$ cat src/core/axis_env_pkg.sv
package axis_env_pkg;
  // Register byte addresses: environment word has one write port, one read port
  localparam logic [11:0] ENV_ONE_WRITE_ADDR = 12'h09C;
  localparam logic [11:0] ENV_ONE_READ_ADDR = 12'h0DC;
  localparam logic [11:0] MOTION_CTRL_ADDR = 12'h0E0; // Start, direction, step rate
  localparam logic [11:0] MOTION_STATUS_ADDR = 12'h0E4; // Axis state
  localparam logic [31:0] ENV_ONE_RESET = 32'h0000_0000;
  // Field positions in the environment word
  localparam int MODE_LSB = 0;
  localparam int END_LIMIT_BIT = 3;
  localparam int SLOWDOWN_ACTION_BIT = 4;
  localparam int SLOWDOWN_LATCH_BIT = 5;
  localparam int SLOWDOWN_POL_BIT = 6;
  localparam int REVERSE_BIT = 30;
  // Field positions in the motion control word
  localparam int CTRL_START_BIT = 0;
  localparam int CTRL_STOP_BIT = 1;
  localparam int CTRL_DIR_BIT = 2;
  localparam int CTRL_RATE_LSB = 8;
  localparam int RATE_W = 16;
  // Start speed divider and deceleration step
  localparam logic [15:0] START_RATE = 16'h0400;
  localparam logic [15:0] DECEL_STEP = 16'h0010;
  localparam int QUAD_STEPS = 4;
  // Pulse mode classes
  typedef enum logic [1:0] {
    CLS_COMMON = 2'b00,
    CLS_TWO = 2'b01,
    CLS_QUAD = 2'b10
  } mode_class_e;
  // Axis motion states
  typedef enum logic [1:0] {
    ST_IDLE = 2'b00,
    ST_RUN = 2'b01,
    ST_SLOW = 2'b10,
    ST_DECEL = 2'b11
  } axis_state_e;
  // Driver-side outputs bundled
  typedef struct packed {
    logic out_a;
    logic out_b;
  } pulse_pins_s;
endpackage

$ cat src/core/axis_pulse_mode_and_limit_config.sv
// Overview of operation
// - Codes 000-011 common pulse, direction level set
// - Codes 100, 111 give separate plus/minus pulses
// - Codes 101, 110 give quadrature outputs
// - One quadrature cycle equals four pulses
// - Reverse bit swaps plus and minus encodings
// - End limit: stop now or decelerate
// - Deceleration starts when limit turns active
// - Environment word: separate write/read addresses
// - Bit 6 selects slow-down input polarity
//
// The APB slave port was decided locally.
`timescale 1ns/100ps
`default_nettype none
module axis_pulse_mode_and_limit_config
  import axis_env_pkg::*;
#(
  parameter int ADDR_W = 12 // APB address width
) (
  input wire logic pclk, // Clock, 25 MHz
  input wire logic presetn, // Async reset, active low
  input wire logic psel, // APB select
  input wire logic penable, // APB access phase
  input wire logic pwrite, // APB direction
  input wire logic [ADDR_W-1:0] paddr, // APB byte address
  input wire logic [31:0] pwdata, // APB write data
  output logic [31:0] prdata, // APB read data
  output logic pready, // APB ready
  output logic pslverr, // APB error
  input wire logic plus_end_limit, // Plus end sensor, active high
  input wire logic minus_end_limit, // Minus end sensor, active high
  input wire logic slowdown_input, // Slow-down sensor, raw level
  output pulse_pins_s pins, // Pulse and direction pins
  output logic busy // Axis moving
);
  // Elaboration check: the register map needs twelve address bits
  if (ADDR_W < 12) begin : g_addr_check
    $error("ADDR_W too small");
  end

  logic [31:0] environment_one; // Setting word
  logic move_dir; // 1 = plus motion
  axis_state_e state; // Axis state
  logic [RATE_W-1:0] cur_rate; // Current divider
  logic [RATE_W-1:0] div_cnt; // Step divider counter
  logic [1:0] phase; // Quadrature phase
  logic pulse_hi; // Pulse half-cycle level
  logic sd_held; // Latched slow-down
  logic stopped_by_limit; // Last stop came from a limit

  // Field decode
  wire [2:0] pulse_output_mode = environment_one[MODE_LSB +: 3];
  wire end_limit_action = environment_one[END_LIMIT_BIT];
  wire slowdown_action = environment_one[SLOWDOWN_ACTION_BIT];
  wire slowdown_latch_enable = environment_one[SLOWDOWN_LATCH_BIT];
  wire slowdown_polarity = environment_one[SLOWDOWN_POL_BIT];
  wire rotation_reverse = environment_one[REVERSE_BIT];

  function automatic mode_class_e classify(input logic [2:0] m);
    case (m)
      3'h4, 3'h7: classify = CLS_TWO;
      3'h5, 3'h6: classify = CLS_QUAD;
      default: classify = CLS_COMMON;
    endcase
  endfunction
  wire mode_class_e mclass = classify(pulse_output_mode);

  // APB decode: reads sampled in setup, writes commit when the access completes
  wire setup = psel && !penable;
  // Committing in access keeps an abandoned setup from changing the environment word or the motion control
  wire access = psel && penable && pready;
  wire wr_env = access && pwrite && paddr == ENV_ONE_WRITE_ADDR;
  wire wr_ctl = access && pwrite && paddr == MOTION_CTRL_ADDR;
  wire rd_env = paddr == ENV_ONE_READ_ADDR;
  wire rd_sts = paddr == MOTION_STATUS_ADDR;
  wire known = pwrite ? (paddr == ENV_ONE_WRITE_ADDR || paddr == MOTION_CTRL_ADDR)
                      : (rd_env || rd_sts);
  wire start_req = wr_ctl && pwdata[CTRL_START_BIT];
  wire stop_req = wr_ctl && pwdata[CTRL_STOP_BIT];

  // Slow-down level after polarity: 1 selects active high
  wire sd_raw = slowdown_polarity ? slowdown_input : !slowdown_input;
  // Latch cleared only by a start seen while the sensor is quiet
  wire sd_active = sd_raw || (slowdown_latch_enable && sd_held);
  wire limit_hit = move_dir ? plus_end_limit : minus_end_limit;
  wire step_tick = state != ST_IDLE && div_cnt == '0;
  wire at_start = cur_rate >= START_RATE;
  wire [RATE_W-1:0] next_slower = (cur_rate + DECEL_STEP < cur_rate) ? START_RATE
                                   : RATE_W'(cur_rate + DECEL_STEP);

  // Register writes and reads; decoded in setup, answered in access
  always_ff @(posedge pclk or negedge presetn) begin
    if (!presetn) begin
      environment_one <= ENV_ONE_RESET;
      move_dir <= 1'b1;
      prdata <= 32'h0000_0000;
      pready <= 1'b0;
      pslverr <= 1'b0;
    end else begin
      pready <= setup;
      pslverr <= setup && !known;
      if (wr_env) environment_one <= pwdata;
      // Direction locked while moving
      if (wr_ctl && state == ST_IDLE) move_dir <= pwdata[CTRL_DIR_BIT];
      if (setup && !pwrite) begin
        prdata <= rd_env ? environment_one
                : rd_sts ? {26'h0, stopped_by_limit, sd_held, sd_active, 1'b0, state}
                : 32'h0000_0000;
      end
    end
  end

  // Slow-down latch
  always_ff @(posedge pclk or negedge presetn) begin
    if (!presetn) sd_held <= 1'b0;
    else if (sd_raw) sd_held <= 1'b1;
    else if (start_req && state == ST_IDLE) sd_held <= 1'b0;
  end

  // Motion state machine
  always_ff @(posedge pclk or negedge presetn) begin
    if (!presetn) begin
      state <= ST_IDLE;
      cur_rate <= START_RATE;
      stopped_by_limit <= 1'b0;
    end else begin
      case (state)
        ST_IDLE: if (start_req) begin
          state <= ST_RUN;
          cur_rate <= pwdata[CTRL_RATE_LSB +: RATE_W];
          stopped_by_limit <= 1'b0;
        end
        ST_RUN, ST_SLOW: begin
          if (stop_req) state <= ST_IDLE;
          else if (limit_hit && !end_limit_action) begin
            state <= ST_IDLE;
            stopped_by_limit <= 1'b1;
          end else if (limit_hit) begin
            state <= ST_DECEL;
            stopped_by_limit <= 1'b1;
          end else if (sd_active && slowdown_action) state <= ST_DECEL;
          else if (sd_active) state <= ST_SLOW;
          if (state == ST_SLOW && step_tick && !at_start) cur_rate <= next_slower;
        end
        ST_DECEL: begin
          if (stop_req || (step_tick && at_start)) state <= ST_IDLE;
          else if (step_tick) cur_rate <= next_slower;
        end
        default: state <= ST_IDLE;
      endcase
    end
  end

  // Step divider and output phase
  always_ff @(posedge pclk or negedge presetn) begin
    if (!presetn) begin
      div_cnt <= '0;
      phase <= 2'b00;
      pulse_hi <= 1'b0;
    end else if (state == ST_IDLE) begin
      div_cnt <= '0;
      pulse_hi <= 1'b0;
    end else if (step_tick) begin
      div_cnt <= cur_rate;
      pulse_hi <= !pulse_hi;
      // Quadrature advances once per position pulse; four make a cycle
      // Reverse applies here too, so quadrature swaps like the other encodings
      if (!pulse_hi) phase <= (move_dir ^ rotation_reverse) ? phase + 2'd1 : phase - 2'd1;
    end else begin
      div_cnt <= div_cnt - 1'b1;
    end
  end

  // Effective direction after reverse swap
  wire eff_plus = move_dir ^ rotation_reverse;
  wire dir_level = pulse_output_mode[1] ? !eff_plus : eff_plus;
  wire quad_a = phase[1] ^ phase[0];
  wire quad_b = phase[1];
  pulse_pins_s next_pins;
  always_comb begin
    next_pins = '0;
    case (mclass)
      CLS_TWO: begin
        next_pins.out_a = pulse_hi && eff_plus;
        next_pins.out_b = pulse_hi && !eff_plus;
      end
      CLS_QUAD: begin
        next_pins.out_a = quad_a;
        next_pins.out_b = quad_b;
      end
      default: begin
        next_pins.out_a = pulse_hi;
        next_pins.out_b = dir_level;
      end
    endcase
  end

  // Registered pins
  always_ff @(posedge pclk or negedge presetn) begin
    if (!presetn) begin
      pins <= '0;
      busy <= 1'b0;
    end else begin
      pins <= next_pins;
      busy <= state != ST_IDLE;
    end
  end

  // Checks
  property p_env_write;
    @(posedge pclk) disable iff (!presetn)
      wr_env |=> environment_one == $past(pwdata);
  endproperty
  a_env_write: assert property (p_env_write) else $error("env write lost");
  property p_env_read;
    @(posedge pclk) disable iff (!presetn)
      (setup && !pwrite && rd_env) |=> prdata == $past(environment_one);
  endproperty
  a_env_read: assert property (p_env_read) else $error("env read wrong");
  property p_limit_stop;
    @(posedge pclk) disable iff (!presetn)
      ((state == ST_RUN) && limit_hit && !end_limit_action && !stop_req) |=> state == ST_IDLE;
  endproperty
  a_limit_stop: assert property (p_limit_stop) else $error("no immediate stop");
  property p_limit_decel;
    @(posedge pclk) disable iff (!presetn)
      ((state == ST_RUN) && limit_hit && end_limit_action && !stop_req) |=> state == ST_DECEL;
  endproperty
  a_limit_decel: assert property (p_limit_decel) else $error("no deceleration");
  property p_sd_slow;
    @(posedge pclk) disable iff (!presetn)
      ((state == ST_RUN) && sd_active && !slowdown_action && !limit_hit && !stop_req)
        |=> state == ST_SLOW;
  endproperty
  a_sd_slow: assert property (p_sd_slow) else $error("slow-down ignored");
  property p_latch_hold;
    @(posedge pclk) disable iff (!presetn)
      (sd_held && !(start_req && state == ST_IDLE)) |=> sd_held;
  endproperty
  a_latch_hold: assert property (p_latch_hold) else $error("latch dropped");
  property p_polarity;
    @(posedge pclk) disable iff (!presetn)
      (slowdown_polarity && slowdown_input) |=> sd_held;
  endproperty
  a_polarity: assert property (p_polarity) else $error("polarity wrong");
  property p_common_dir;
    @(posedge pclk) disable iff (!presetn)
      (mclass == CLS_COMMON) |=> pins.out_b == $past(dir_level);
  endproperty
  a_common_dir: assert property (p_common_dir) else $error("dir level wrong");
  property p_two_excl;
    @(posedge pclk) disable iff (!presetn)
      (mclass == CLS_TWO) |=> !(pins.out_a && pins.out_b);
  endproperty
  a_two_excl: assert property (p_two_excl) else $error("both pulses");
  property p_quad_gray;
    @(posedge pclk) disable iff (!presetn)
      (mclass == CLS_QUAD && $past(mclass) == CLS_QUAD) |-> !($changed(quad_a) && $changed(quad_b));
  endproperty
  a_quad_gray: assert property (p_quad_gray) else $error("quad jump");
endmodule
`default_nettype wire

$ cat config.mk
export PLATFORM = sky130hd
export DESIGN_NAME = axis_pulse_mode_and_limit_config
export DESIGN_NICKNAME = d
export VERILOG_FILES = /design/src/core/axis_env_pkg.sv /design/src/core/axis_pulse_mode_and_limit_config.sv
export SDC_FILE = /design/constraint.sdc
export NUM_CORES = 1
export LEC_CHECK = 0
export BUFFER_PORTS_ARGS = -buffer_cell sky130_fd_sc_hd__buf_2
export CAP_MARGIN = 40
export CORE_MARGIN = 3
export CORE_UTILIZATION = 45
export DETAILED_ROUTE_END_ITERATION = 10
export PLACE_DENSITY = 0.66
export SYNTH_ARGS = -nofsm -noshare
export SYNTH_HDL_FRONTEND = slang
export SYNTH_SLANG_ARGS = --single-unit
$ cat constraint.sdc
create_clock -name pclk -period 3.74 [get_ports pclk]
set_clock_uncertainty 0.1 [all_clocks]
set_input_delay 0.935 -clock pclk [delete_from_list [all_inputs] [get_ports pclk]]
set_output_delay 0.935 -clock pclk [all_outputs]
set_load 0.05 [all_outputs]
## Word level (Yosys, flattened, before mapping)

Index checks and enable logic that the tools add are counted.

| cells by class | value |
|---|---|
| multiplexer cells | 34 |
| add/sub/neg operators | 4 |
| shifts and indexed selects | 0 |
| bitwise logic cells | 4 |
| multiply operators | 0 |
| equality and inequality tests | 21 |
| reductions and logical operators | 46 |
| divide/modulo/power cells | 0 |
| order comparisons | 2 |

Operators by type and width:

| operator | count |
|---|---|
| $mux 16 | 7 |
| $eq 12x8->1 const B | 4 |
| $pmux 16 s3 | 1 |
| $mux 32 | 1 |
| $logic_and 1x1->1 | 21 |
| $add 16x5->16 const B | 1 |
| $ge 16x11->1 const B | 1 |
| $logic_not 16->1 | 1 |
| $lt 16x16->1 | 1 |
| $mux 2 | 8 |
| $sub 16x1->16 const B | 1 |
| $eq 3x3->1 const B | 4 |
| $mux 1 | 12 |
| $ne 2x2->1 const B | 6 |
| $logic_not 1->1 | 8 |
| $pmux 2 s2 | 2 |
| $reduce_and 4->1 | 2 |
| $reduce_bool 2->1 | 4 |
| $eq 2x2->1 const B | 3 |
| $mux 6 | 1 |
| $ne 6x6->1 const B | 1 |
| $pmux 2 s3 | 1 |
| $reduce_and 3->1 | 2 |
| $reduce_or 2->1 | 3 |
| 9 further kinds | 15 |

| storage, ports and cells | value |
|---|---|
| bits in latches | 0 |
| output and inout port bits | 37 |
| memories | 0 |
| register bits | 109 |
| bits of input ports | 52 |
| logic and storage cells | 126 |
| memory bits (read-only) | 0 |
| memory bits (writable) | 0 |

## Longest topological paths before layout

Gate-level depths: netlist of run 1.

| depth | value |
|---|---|
| depth in word-level cells | 9 |
| depth in mapped cells | 12 |
| mapped depth without buffers | 12 |

## Worst setup path before layout of run 1

OpenSTA, ideal clock, no wires.

| timing path | value |
|---|---|
| path type | reg-to-reg |
| from | register cur_rate[4] |
| to | register cur_rate[13] |
| arrival | 2.648 ns |
| data required time | 3.545 ns |
| setup slack | 0.896 ns |
| cell stages (with the launch flop) | 13 |
| path through | dfrtp_1 > ha_1 > and3_1 > and3_1 > nand2_1 > nor4_1 > ha_1 > xor2_1 > nand3_1 > a311oi_1 > clkbuf_1 > nor2_1 > o31ai_1 |

| on the way | value |
|---|---|
| cells in the longest elaborated chain, start to end | 6 |
| elaborated cells on any way between the ends | 15 |
| those cells by class | 1 x add/sub; 2 x order compare; 2 x eq/ne; 5 x mux; 5 x reduce/logical |

RTL lines:

| what | line | RTL |
|---|---|---|
| from (decl) | axis_pulse_mode_and_limit_config.sv:44 | `logic [RATE_W-1:0] cur_rate;` |
| from (signal assigned) | axis_pulse_mode_and_limit_config.sv:130 | `cur_rate <= pwdata[CTRL_RATE_LSB +: RATE_W];` |
| from (signal assigned) | axis_pulse_mode_and_limit_config.sv:143 | `if (state == ST_SLOW && step_tick && !at_start) cur_rate <= next_slower;` |
| from (signal assigned) | axis_pulse_mode_and_limit_config.sv:147 | `else if (step_tick) cur_rate <= next_slower;` |
| $add 16x5->16 | axis_pulse_mode_and_limit_config.sv:88, axis_pulse_mode_and_limit_config.sv:89 |  |
| $lt 16x16->1 | axis_pulse_mode_and_limit_config.sv:88 | `wire [RATE_W-1:0] next_slower = (cur_rate + DECEL_STEP < cur_rate) ? START_RATE` |
| $mux 16 | axis_pulse_mode_and_limit_config.sv:88 |  |
| $mux 16 | axis_pulse_mode_and_limit_config.sv:147 |  |
| $mux 16 | axis_pulse_mode_and_limit_config.sv:146 | `if (stop_req \|\| (step_tick && at_start)) state <= ST_IDLE;` |
| $pmux 16 s3 | axis_pulse_mode_and_limit_config.sv:127 | `case (state)` |

Parallel ways exist; a longest one is shown, timed or not. The select of a mux whose other input is x is not followed.
A chain may end at the register's enable or synchronous reset.

## Worst setup path in the final report of run 1

| timing path | value |
|---|---|
| from | register cur_rate[5] |
| to | register cur_rate[10] |

Same word-level chain as after synthesis.

==> flow_metrics.tcl, run 1 <==
set metrics [dict create \
    run_status "completed" \
    power.leakage_nw 3.27 \
    layout-drive-gt1-share_pct 25.1 \
    tritoncts_num_sinks 109 \
    fmaxAchievable_mhz 312 \
    fp.coreArea_sq_um 11700 \
    die_area_sq_um 13600 \
    power.density_cell_area_nw_per_um2 612 \
    synth_cells 556 \
    grtUsageTotal_pct 19.7 \
    timing.final.crit_period_ps 3210 \
    die_height_um 117 \
    arrival_ps 3390 \
    grt_pass1_wl_mm 21.2 \
    synth-compound-area-share_pct 10.4 \
    drt_pass1_iterations 4 \
    finish.net_count 712 \
    dominantRegCellSynth "dfrtp_1" \
    wire_per_inst_um 16.3 \
    clk-insertion-delay-late_ps 350 \
    detailroute.wirelength.met3_um 677 \
    dp_hpwl_mm 9.31 \
    synth_adder_area_share_pct 3.42 \
    wl_met2_mm 6.24 \
    synth_cell_types 52 \
    finalSetupViolCount 0 \
    synth-seq-cells 109 \
    total_non_filler_cell_area_in_the_finished_layout_sq_um 6420 \
    post-synth-top-area-cell "dfrtp_1" \
    report.final.slew_viol_count 0 \
    worstSetupStartpointType "flop" \
    antenna_found_initial 0 \
    synth_top_family_by_area "simple AND/OR/NAND/NOR gates" \
    ctsLongestPathBuffers 2 \
    timing.final.hold_violations 0 \
    final.setup.tns_ps 0 \
    critPathBufInv 1 \
    dp_slack_ps 500 \
    antenna-diode-count 0 \
    timing.critical_path.required_ps 3930 \
    synth_seq_area_share_pct 49.7 \
    post_cts.repair.setup_buffers 0 \
    detailed_place.area_sq_um 6130 \
    tritoncts "yes" \
    slew_headroom_pct 50.8 \
    highest_layer "met4" \
    rows 39 \
    worst_ir_drop_vdd_uv 388 \
    finalCritPeriodShare_pct 85.7 \
    wl_met1_mm 5.86 \
    synth_xor_xnor_area_share_pct 3.83 \
    fp.dieW_um 117 \
    detailroute.via_count 4444 \
    drtIter0Drc 344 \
    path_cells "ha_1 > and3_1 > and3_1 > nand2_1 > nor4_1 > ha_1 > xor2_1 > nand3_1 > o21ai_1 > buf_4 > o21ai_0 > a31o_2" \
    minimum_setup_slack_in_the_final_design_ps 534 \
    area.growth.synth_to_final_pct 16.9 \
    yosys_warnings 0 \
    gpl_wtd_cong 0.916 \
    route.final.wire_length_mm 12.9 \
    synth_simple_gate_area_share_pct 19.5 \
    netlist.area_leader.share_pct 48.7 \
    ant_nets 0 \
    drc 0 \
    critical_path.endpoint_type "flop" \
    cts_max_level 3 \
    floorplan.initialDensity_pct 47.1 \
    grt_setup_unrepaired "no" \
    cts_made_buffers 9 \
    clock-root-buffer "clkbuf_16" \
    syn-cell-area_sq_um 5500 \
    fin_worst_hold_slack_ps 363 \
    timing_worst_setup_path_type "flop to flop" \
    tightestPinTransition_ps 739 \
    numPortBuffers 88 \
    grt_remaining_overflow 0 \
    number_of_synthesized_flops_with_an_enable_pin 0 \
    power_mw 3.93 \
    muxShareOfSynthArea_pct 9.38 \
    ys_async_sr_fraction_pct 100 \
    postSynthNetCount 623 \
    cp_top_family "simple AND/OR/NAND/NOR gates" \
    cts_hold_buffers 0 \
    max_stage_delay_ps 450 \
    post_drt_via_cell_ratio 5.60 \
    min-delay-path-class "flop to flop" \
    grt_max_degree 59 \
    pin_count 89 \
    cpMaxStageDelayCell "dfrtp_1" \
    worstPathMaxFanout 8 \
    netlist_top_cells_area "dfrtp_1 (49%), mux2_2 (7.2%), nand2_1 (6.1%), ha_1 (3.4%), nand3_1 (3.3%)" \
    vias_in_the_first_global_route 4359 \
    post_cts.resized_instances 0 \
    cts.clk_slew.worst_paths_ps 80 \
    max_cap_viol_count 0 \
    synth_area_per_cell_sq_um 9.88 \
]
[layout make-up]
type                       count  area, sq um
clock buffer                   9          225
clock inverter                 7         71.3
fill                        1050         5240
inverter                      26         97.6
multi-input combinational    395         2560
sequential                   109         2730
tap                          143          179
timing repair buffer         104          563
[worst paths after layout]
kind	from	to	slack (ps)	depth (start not counted)
worst max-delay path	cur_rate[5]	cur_rate[10]	530	12
worst min-delay path	prdata[29]	prdata[29]	360	2
worst max register to register	cur_rate[5]	cur_rate[10]	530	12
worst min register to register	prdata[29]	prdata[29]	360	2
max in group asynchronous	presetn	move_dir	2200	2
min in group asynchronous	presetn	pins[1]	520	1
[through the flow]
stage	instances	utilization [%]
6_report	793	55.1
5_1_grt	793	55.1
4_1_cts	793	55.1
3_5_place_dp	777	52.5
3_3_place_gp	777	52.5
2_1_floorplan	556	-
[logic make-up after synthesis]
logic type      after synthesis
mux                          47
compound gates               83
xor+xnor                     24
buf+inv                      52
flops                       109
simple gates                226
fa+ha+maj                    15
[layout by cell type (no fill, tap or decap), types with 3 or more instances in the layout]
cell type / n
and2_1: 4
a31oi_1: 8
or4_1: 5
xor2_1: 13
buf_4: 17
or3_1: 6
buf_2: 87
mux2_2: 35
nand2_1: 89
nand3_1: 36
o21bai_1: 4
nor4_1: 9
o31ai_1: 4
a211oi_1: 15
nor2_1: 38
nand4_1: 6
nand3b_1: 3
o21ai_0: 23
nor3_1: 10
dfrtp_1: 107
and3_1: 3
inv_1: 26
xnor2_1: 11
mux2i_1: 11
nand2b_1: 5
and4_1: 3
ha_1: 15
o211ai_1: 5
o2111ai_1: 3
a21oi_1: 5
clkbuf_16: 9
a311oi_1: 4
[synthesized netlist by cell type (8+ instances only)]
cell        n
a211oi_1   15
inv_1      26
o21ai_0    23
clkbuf_1   17
nor4_1      9
xor2_1     13
nor2_1     40
mux2_2     35
nor3_1     10
ha_1       15
dfrtp_1   107
a31oi_1     8
nand3_1    36
xnor2_1    11
nand2_1    89
mux2i_1    11
[layer usage]
layer / GRT usage [%] / up-vias
met4: 4.80 / 0
met2: 32.8 / 115
met5: 0 / -
met3: 4.20 / 13
met1: 26.4 / 2189
li1: - / 2127
[worst min-delay path, delay by kind of cell (launching register included)]
family,cells,cell delay [ps]
flops,1,340
simple gates,2,90
[report_power, final]
group / total [mW] / internal, mW / switching, mW
clock network: 0.940 / 0.470 / 0.470
registers: 1.59 / 1.37 / 0.225
logic: 1.40 / 0.574 / 0.823
[flip-flops by register name, indices dropped and copies added (netlist names)]
| register | cells |
|---|---|
| sd_held | 1 |
| environment_one | 32 |
| pulse_hi | 1 |
| state | 2 |
| stopped_by_limit | 1 |
| div_cnt | 16 |
| cur_rate | 16 |
| prdata | 32 |
| pins | 2 |
| busy | 1 |
| pslverr | 1 |
| move_dir | 1 |
| pready | 1 |
| phase | 2 |
Power figures use the tool's default switching activity.
==> run 2: changes to the inputs <==
--- a/config.mk
+++ b/config.mk
@@ -10,7 +10,7 @@
 export CORE_MARGIN = 3
 export CORE_UTILIZATION = 45
 export DETAILED_ROUTE_END_ITERATION = 10
-export PLACE_DENSITY = 0.66
+export PLACE_DENSITY = 0.73
 export SYNTH_ARGS = -nofsm -noshare
 export SYNTH_HDL_FRONTEND = slang
 export SYNTH_SLANG_ARGS = --single-unit
==> constraint.sdc (replaced) <==
create_clock -name pclk -period 2.8 [get_ports pclk]
set_clock_uncertainty 0.1 [all_clocks]
set_input_delay 0.7 -clock pclk [delete_from_list [all_inputs] [get_ports pclk]]
set_output_delay 0.7 -clock pclk [all_outputs]
set_load 0.05 [all_outputs]
==> run 2 against run 1 <==
  * Final area grew 3.3%
  * Final cell count rose by 1.4%
  * Non-clock buffer count is 11 higher
  * Worst setup slack worse by 440 ps
  * Global-route usage rose by 0.41 points
  * Largest power group is now combinational cells
==> flow_metrics.tcl, run 2 (synthesis results as in run 1) <==
set metrics [dict create \
    run_status "completed" \
    area.growth.synth_to_final_pct 20.8 \
    timing_worst_setup_path_type "flop to flop" \
    reg2reg_slack_ps 90 \
    critical_path.endpoint_type "flop" \
    fp.coreArea_sq_um 11700 \
    fmaxAchievable_mhz 369 \
    critical-path-top-cell-by-count "and3_4" \
    grtUsageTotal_pct 20.1 \
    worst_r2r_startpoint "cur_rate[4]" \
    drt_pass1_iterations 4 \
    route.final.wire_length_mm 13.2 \
    tightestPinTransition_ps 682 \
    fp.dieW_um 117 \
    antenna-diode-count 0 \
    detailroute.via_count 4494 \
    clock-root-buffer "clkbuf_16" \
    numPortBuffers 88 \
    total_non_filler_cell_area_in_the_finished_layout_sq_um 6640 \
    drtIter0Drc 256 \
    cts_hold_buffers 0 \
    grtUsageMet3_pct 4.04 \
    ctsLongestPathBuffers 2 \
    grt_pass1_wl_mm 21.7 \
    finalSetupViolCount 0 \
    area_taken_by_multi_input_logic_gates_sq_um 2620 \
    timing.critical_path.required_ps 2980 \
    crit_path_start "cur_rate[4]" \
    layout_common_cells "dfrtp_1 (107), nand2_1 (88), buf_2 (87)" \
    tritoncts "yes" \
    grt_busiest_layer "met2" \
    timing.final.hold_violations 0 \
    finalCritPeriodShare_pct 96.7 \
    place.detailed.instances 784 \
    top_registers "environment_one (32), prdata (32)" \
    power.density_cell_area_nw_per_um2 829 \
    finish.net_count 723 \
    vias_in_the_first_global_route 4504 \
    cts.clk_slew.worst_paths_ps 70 \
    path_cells "ha_2 > and3_4 > and3_4 > nand2_4 > nor4_4 > ha_1 > xor2_1 > nand3_1 > a311oi_2 > buf_4 > o21ai_0 > a31o_2" \
    gpl_wtd_cong 0.897 \
    cpMaxStageDelayCell "dfrtp_1" \
    die_height_um 117 \
    tritoncts_num_sinks 109 \
    fill_cells 1033 \
    detailed_place.area_sq_um 6230 \
    grt_setup_unrepaired "yes" \
    worst_ir_drop_vdd_uv 635 \
    layout_commonest_cell "dfrtp_1" \
    ant_nets 0 \
    grt_met2_use_pct 34.5 \
    floorplan.initialDensity_pct 47.1 \
    report.final.slew_viol_count 0 \
    pin_count 89 \
    worstSetupStartpointType "flop" \
    rows 39 \
    wire_per_inst_um 16.4 \
    regToRegEndpoint "cur_rate[10]" \
    power.leakage_nw 3.37 \
    clk-insertion-delay-late_ps 350 \
    non_filler_instance_count_after_layout 804 \
    sequential_cell_area_sq_um 2730 \
    dp_hpwl_mm 9.44 \
    post_drt_via_cell_ratio 5.59 \
    die_area_sq_um 13600 \
    cts_made_buffers 9 \
    antenna_found_initial 0 \
    grt_util_met1_pct 26.0 \
    layout-drive-gt1-share_pct 27.8 \
    max_cap_viol_count 0 \
    worstPathMaxFanout 5 \
    worst-r2r-cell-count 12 \
    min-delay-path-class "input port to async pin" \
    timing.final.crit_period_ps 2710 \
    grt_remaining_overflow 0 \
    max_stage_delay_ps 360 \
    drc 0 \
    fin_worst_hold_slack_ps 285 \
    grt_max_degree 52 \
    cts_max_level 3 \
    slew_headroom_pct 54.5 \
    arrival_ps 2890 \
]
## run 2: changes by cell type in the layout (fill, tap and decap cells not counted), sizes merged
cell,previous run,this run
buf,104,115
clkinvlp,2,0
bufinv,0,1
clkbuf,9,10
clkinv,3,2
inv,28,29
## run 2: report_power, final
part	total (mW)	switching, mW	leakage (nW)	internal [mW]
Combinational	2.10	1.21	1.75	0.895
Clock	1.32	0.591	0.155	0.729
Sequential	2.08	0.253	1.46	1.83
## run 2: how the worst max path moves through the flow
stage	slack, ps	end
final	90	cur_rate[10]
after global routing	-100	cur_rate[10]
after CTS	10	cur_rate[13]
after detailed placement	-40	cur_rate[1]
after global placement	40	cur_rate[11]
after floorplan	30	cur_rate[13]
## run 2: metrics by stage
stage	setup slack [ps]	utilization, %	setup TNS (ps)	power (mW)
2_1_floorplan	34.8	-	0	3.48
3_3_place_gp	40.5	53.4	0	4.02
3_5_place_dp	-35.7	53.4	-144	4.10
4_1_cts	10.2	56.2	0	5.46
5_1_grt	-100	56.9	-836	5.89
6_report	92.7	56.9	0	5.50
## run 2: per-layer routing
layer / wire (um) / vias up
met5: 0 / -
met4: 167 / 0
met3: 598 / 14
met2: 6470 / 110
met1: 5940 / 2217
li1: - / 2153
## run 2: critical path: cells and delay by family (launching register included)
kind                       cells  cell delay, ps
and+or+nand+nor                5             720
AOI/OAI and AO/OA              3             600
adders and majority gates      2             470
DFF                            1             360
buffers and inverters          1             200
xor gates and xnor gates       1             190
## run 2: layout make-up
| class | instances | area share [%] |
|---|---|---|
| inverter | 26 | 1.47 |
| multi-input combinational | 395 | 39.5 |
| sequential | 109 | 41.1 |
| timing repair buffer | 115 | 10.6 |
| clock buffer | 10 | 3.60 |
| clock inverter | 6 | 1.04 |
| tap | 143 | 2.70 |
## run 2: repair_timing
action | in CTS | in global routing
setup endpoints to repair | 1 | 16
endpoints found under the hold margin | 0 | 0
gates resized for setup | 1 | 20
buffers inserted | 2 | 1
gates cloned | 0 | 1
pin swaps | 0 | 12
==> run 3: changes to the inputs <==
--- a/config.mk
+++ b/config.mk
@@ -11,6 +11,7 @@
 export CORE_UTILIZATION = 45
 export DETAILED_ROUTE_END_ITERATION = 10
 export PLACE_DENSITY = 0.73
+export SETUP_SLACK_MARGIN = 0.4
 export SYNTH_ARGS = -nofsm -noshare
 export SYNTH_HDL_FRONTEND = slang
 export SYNTH_SLANG_ARGS = --single-unit
==> run 3 against run 2 <==
  * Critical path depth did not move
  * Clock-buffer cell count unchanged
  * Final area grew 0.60%
  * Via count is 0.45% higher
  * Global-route usage increased by 0.14 points
  * Maximum frequency shrank 1.8%
  * Hold slack worse by 140 ps
  * Sequential share of layout area is 0.25 points lower
  * Critical path type unchanged
  * Critical endpoint unchanged
  * Largest power group unchanged
==> flow_metrics.tcl, run 3 (synthesis results as in run 1) <==
set metrics [dict create \
    layout_common_cells "dfrtp_1 (107), nand2_1 (88), buf_2 (88)" \
    fmaxAchievable_mhz 363 \
    die_height_um 117 \
    finalCritPeriodShare_pct 98.5 \
    cts_max_level 3 \
    p_comb_share_pct 38.5 \
    cpMaxStageDelayCell "dfrtp_1" \
    drtIter0Drc 379 \
    gpl_wtd_cong 0.868 \
    sw_frac_of_total_pct 38.4 \
    top_registers "environment_one (32), prdata (32)" \
    floorplan.initialDensity_pct 47.1 \
    tritoncts_num_sinks 109 \
    power_report.internal_total_mw 3.36 \
    wire_per_inst_um 16.5 \
    min-delay-path-class "input port to async pin" \
    tightestPinTransition_ps 510 \
    cts_hold_buffers 0 \
    numPortBuffers 88 \
    slew_headroom_pct 66.0 \
    antenna-diode-count 0 \
    drc 0 \
    fill_cells 1020 \
    ctsLongestPathBuffers 2 \
    tritoncts "yes" \
    ant_nets 0 \
    dp_slack_ps 15.8 \
    cts.clk_slew.worst_paths_ps 70 \
    arrival_ps 2940 \
    layout-drive-gt1-share_pct 29.2 \
    timing.final.hold_violations 0 \
    grt_pass1_wl_mm 21.9 \
    grt_max_degree 42 \
    path_cells "ha_4 > and3_4 > and3_4 > nand2_2 > nor4_2 > ha_1 > xor2_2 > nand3_2 > o21ai_1 > buf_4 > o21ai_2 > a31o_2" \
    total_switching_power_mw 2.10 \
    pin_count 89 \
    worst_ir_drop_vdd_uv 602 \
    fin_worst_hold_slack_ps 149 \
    grt_setup_unrepaired "yes" \
    power.leakage_nw 3.37 \
    layout_commonest_cell "dfrtp_1" \
    final.setup.tns_ps 0 \
    clk-insertion-delay-late_ps 350 \
    max_cap_viol_count 0 \
    pwr-share-seq_pct 38.3 \
    run_status "completed" \
    max_stage_delay_ps 400 \
    detailroute.via_count 4514 \
    finish.net_count 724 \
    timing.critical_path.required_ps 2980 \
    rows 39 \
    sequential_cell_area_sq_um 2730 \
    dp_hpwl_mm 9.61 \
    fp.coreArea_sq_um 11700 \
    finalSetupViolCount 0 \
    drt_pass1_iterations 4 \
    clockPowerShare_pct 23.2 \
    worst-r2r-cell-count 12 \
    report.final.slew_viol_count 0 \
    grtUsageTotal_pct 20.2 \
    cts_made_buffers 9 \
    clock-root-buffer "clkbuf_16" \
    post_drt_via_cell_ratio 5.61 \
    area_taken_by_multi_input_logic_gates_sq_um 2680 \
    critical_path.endpoint_type "flop" \
    area.growth.synth_to_final_pct 21.5 \
    vias_in_the_first_global_route 4588 \
    critical-path-top-cell-by-count "and3_4" \
    worstPathMaxFanout 11 \
    power.density_cell_area_nw_per_um2 817 \
    route.final.wire_length_mm 13.3 \
    timing.final.crit_period_ps 2760 \
    timing_worst_setup_path_type "flop to flop" \
    worstSetupStartpointType "flop" \
    fp.dieW_um 117 \
    die_area_sq_um 13600 \
    power_mw 5.46 \
    minimum_setup_slack_in_the_final_design_ps 41.9 \
    antenna_found_initial 0 \
    grt_remaining_overflow 0 \
]
==> run 3: path summary, 6_finish.rpt <==
path	end	startpoint	slack (ps)
max	cur_rate[10]	cur_rate[4]	40
min	pins[0]	presetn	150
max reg2reg	cur_rate[10]	cur_rate[4]	40
min reg2reg	prdata[25]	prdata[25]	370
max in group asynchronous	prdata[21]	presetn	1800
min in group pclk	prdata[25]	prdata[25]	370
==> run 3: worst max-delay path: cells and delay by family (launching register included) <==
kind | cells | cell delay [ps]
AO/OA/AOI/OAI | 3 | 590
XOR/XNOR | 1 | 190
adder cells (fa/ha/maj) | 2 | 460
buffers and inverters | 1 | 260
flip-flops | 1 | 400
AND/OR/NAND/NOR | 5 | 690
==> run 3: cell type report <==
type	instances	area share [%]
clock buffer	10	3.58
clock inverter	6	0.937
inverter	26	1.46
multi-input combinational	395	40.2
tap	143	2.68
sequential	109	40.9
timing repair buffer	116	10.3
==> run 3: power groups by stage <==
| stage | Clock [mW] | Combinational [mW] | Sequential [mW] |
|---|---|---|---|
| after floorplan | 0 | 1.39 | 2.10 |
| after global placement | 0 | 1.92 | 2.09 |
| after detailed placement | 0 | 1.98 | 2.10 |
| after CTS | 1.30 | 2.04 | 2.08 |
| after global routing | 1.36 | 2.34 | 2.13 |
| final | 1.27 | 2.10 | 2.09 |
==> run 3: per-stage QoR <==
step           util, %  std cells  instance area, sq um
2_1_floorplan        -        556                  5540
3_3_place_gp      53.7        784                  6260
3_5_place_dp      53.7        784                  6260
4_1_cts           56.8        803                  6620
5_1_grt           57.3        805                  6680
6_report          57.3        805                  6680
==> run 3: timing repair <==
action / in CTS / in global routing
buffers inserted: 2 / 2
pin swaps: 5 / 6
cloned: 1 / 0
gates resized for setup: 12 / 7
endpoints found under the setup margin: 16 / 18
==> run 3: routing by layer <==
metal	share of wire [%]	global-route usage, %	vias to the layer above
li1	-	-	2165
met1	42	26.4	2191
met2	50	34.2	131
met3	6.0	4.04	27
met4	2.2	6.03	0
met5	0	0	-
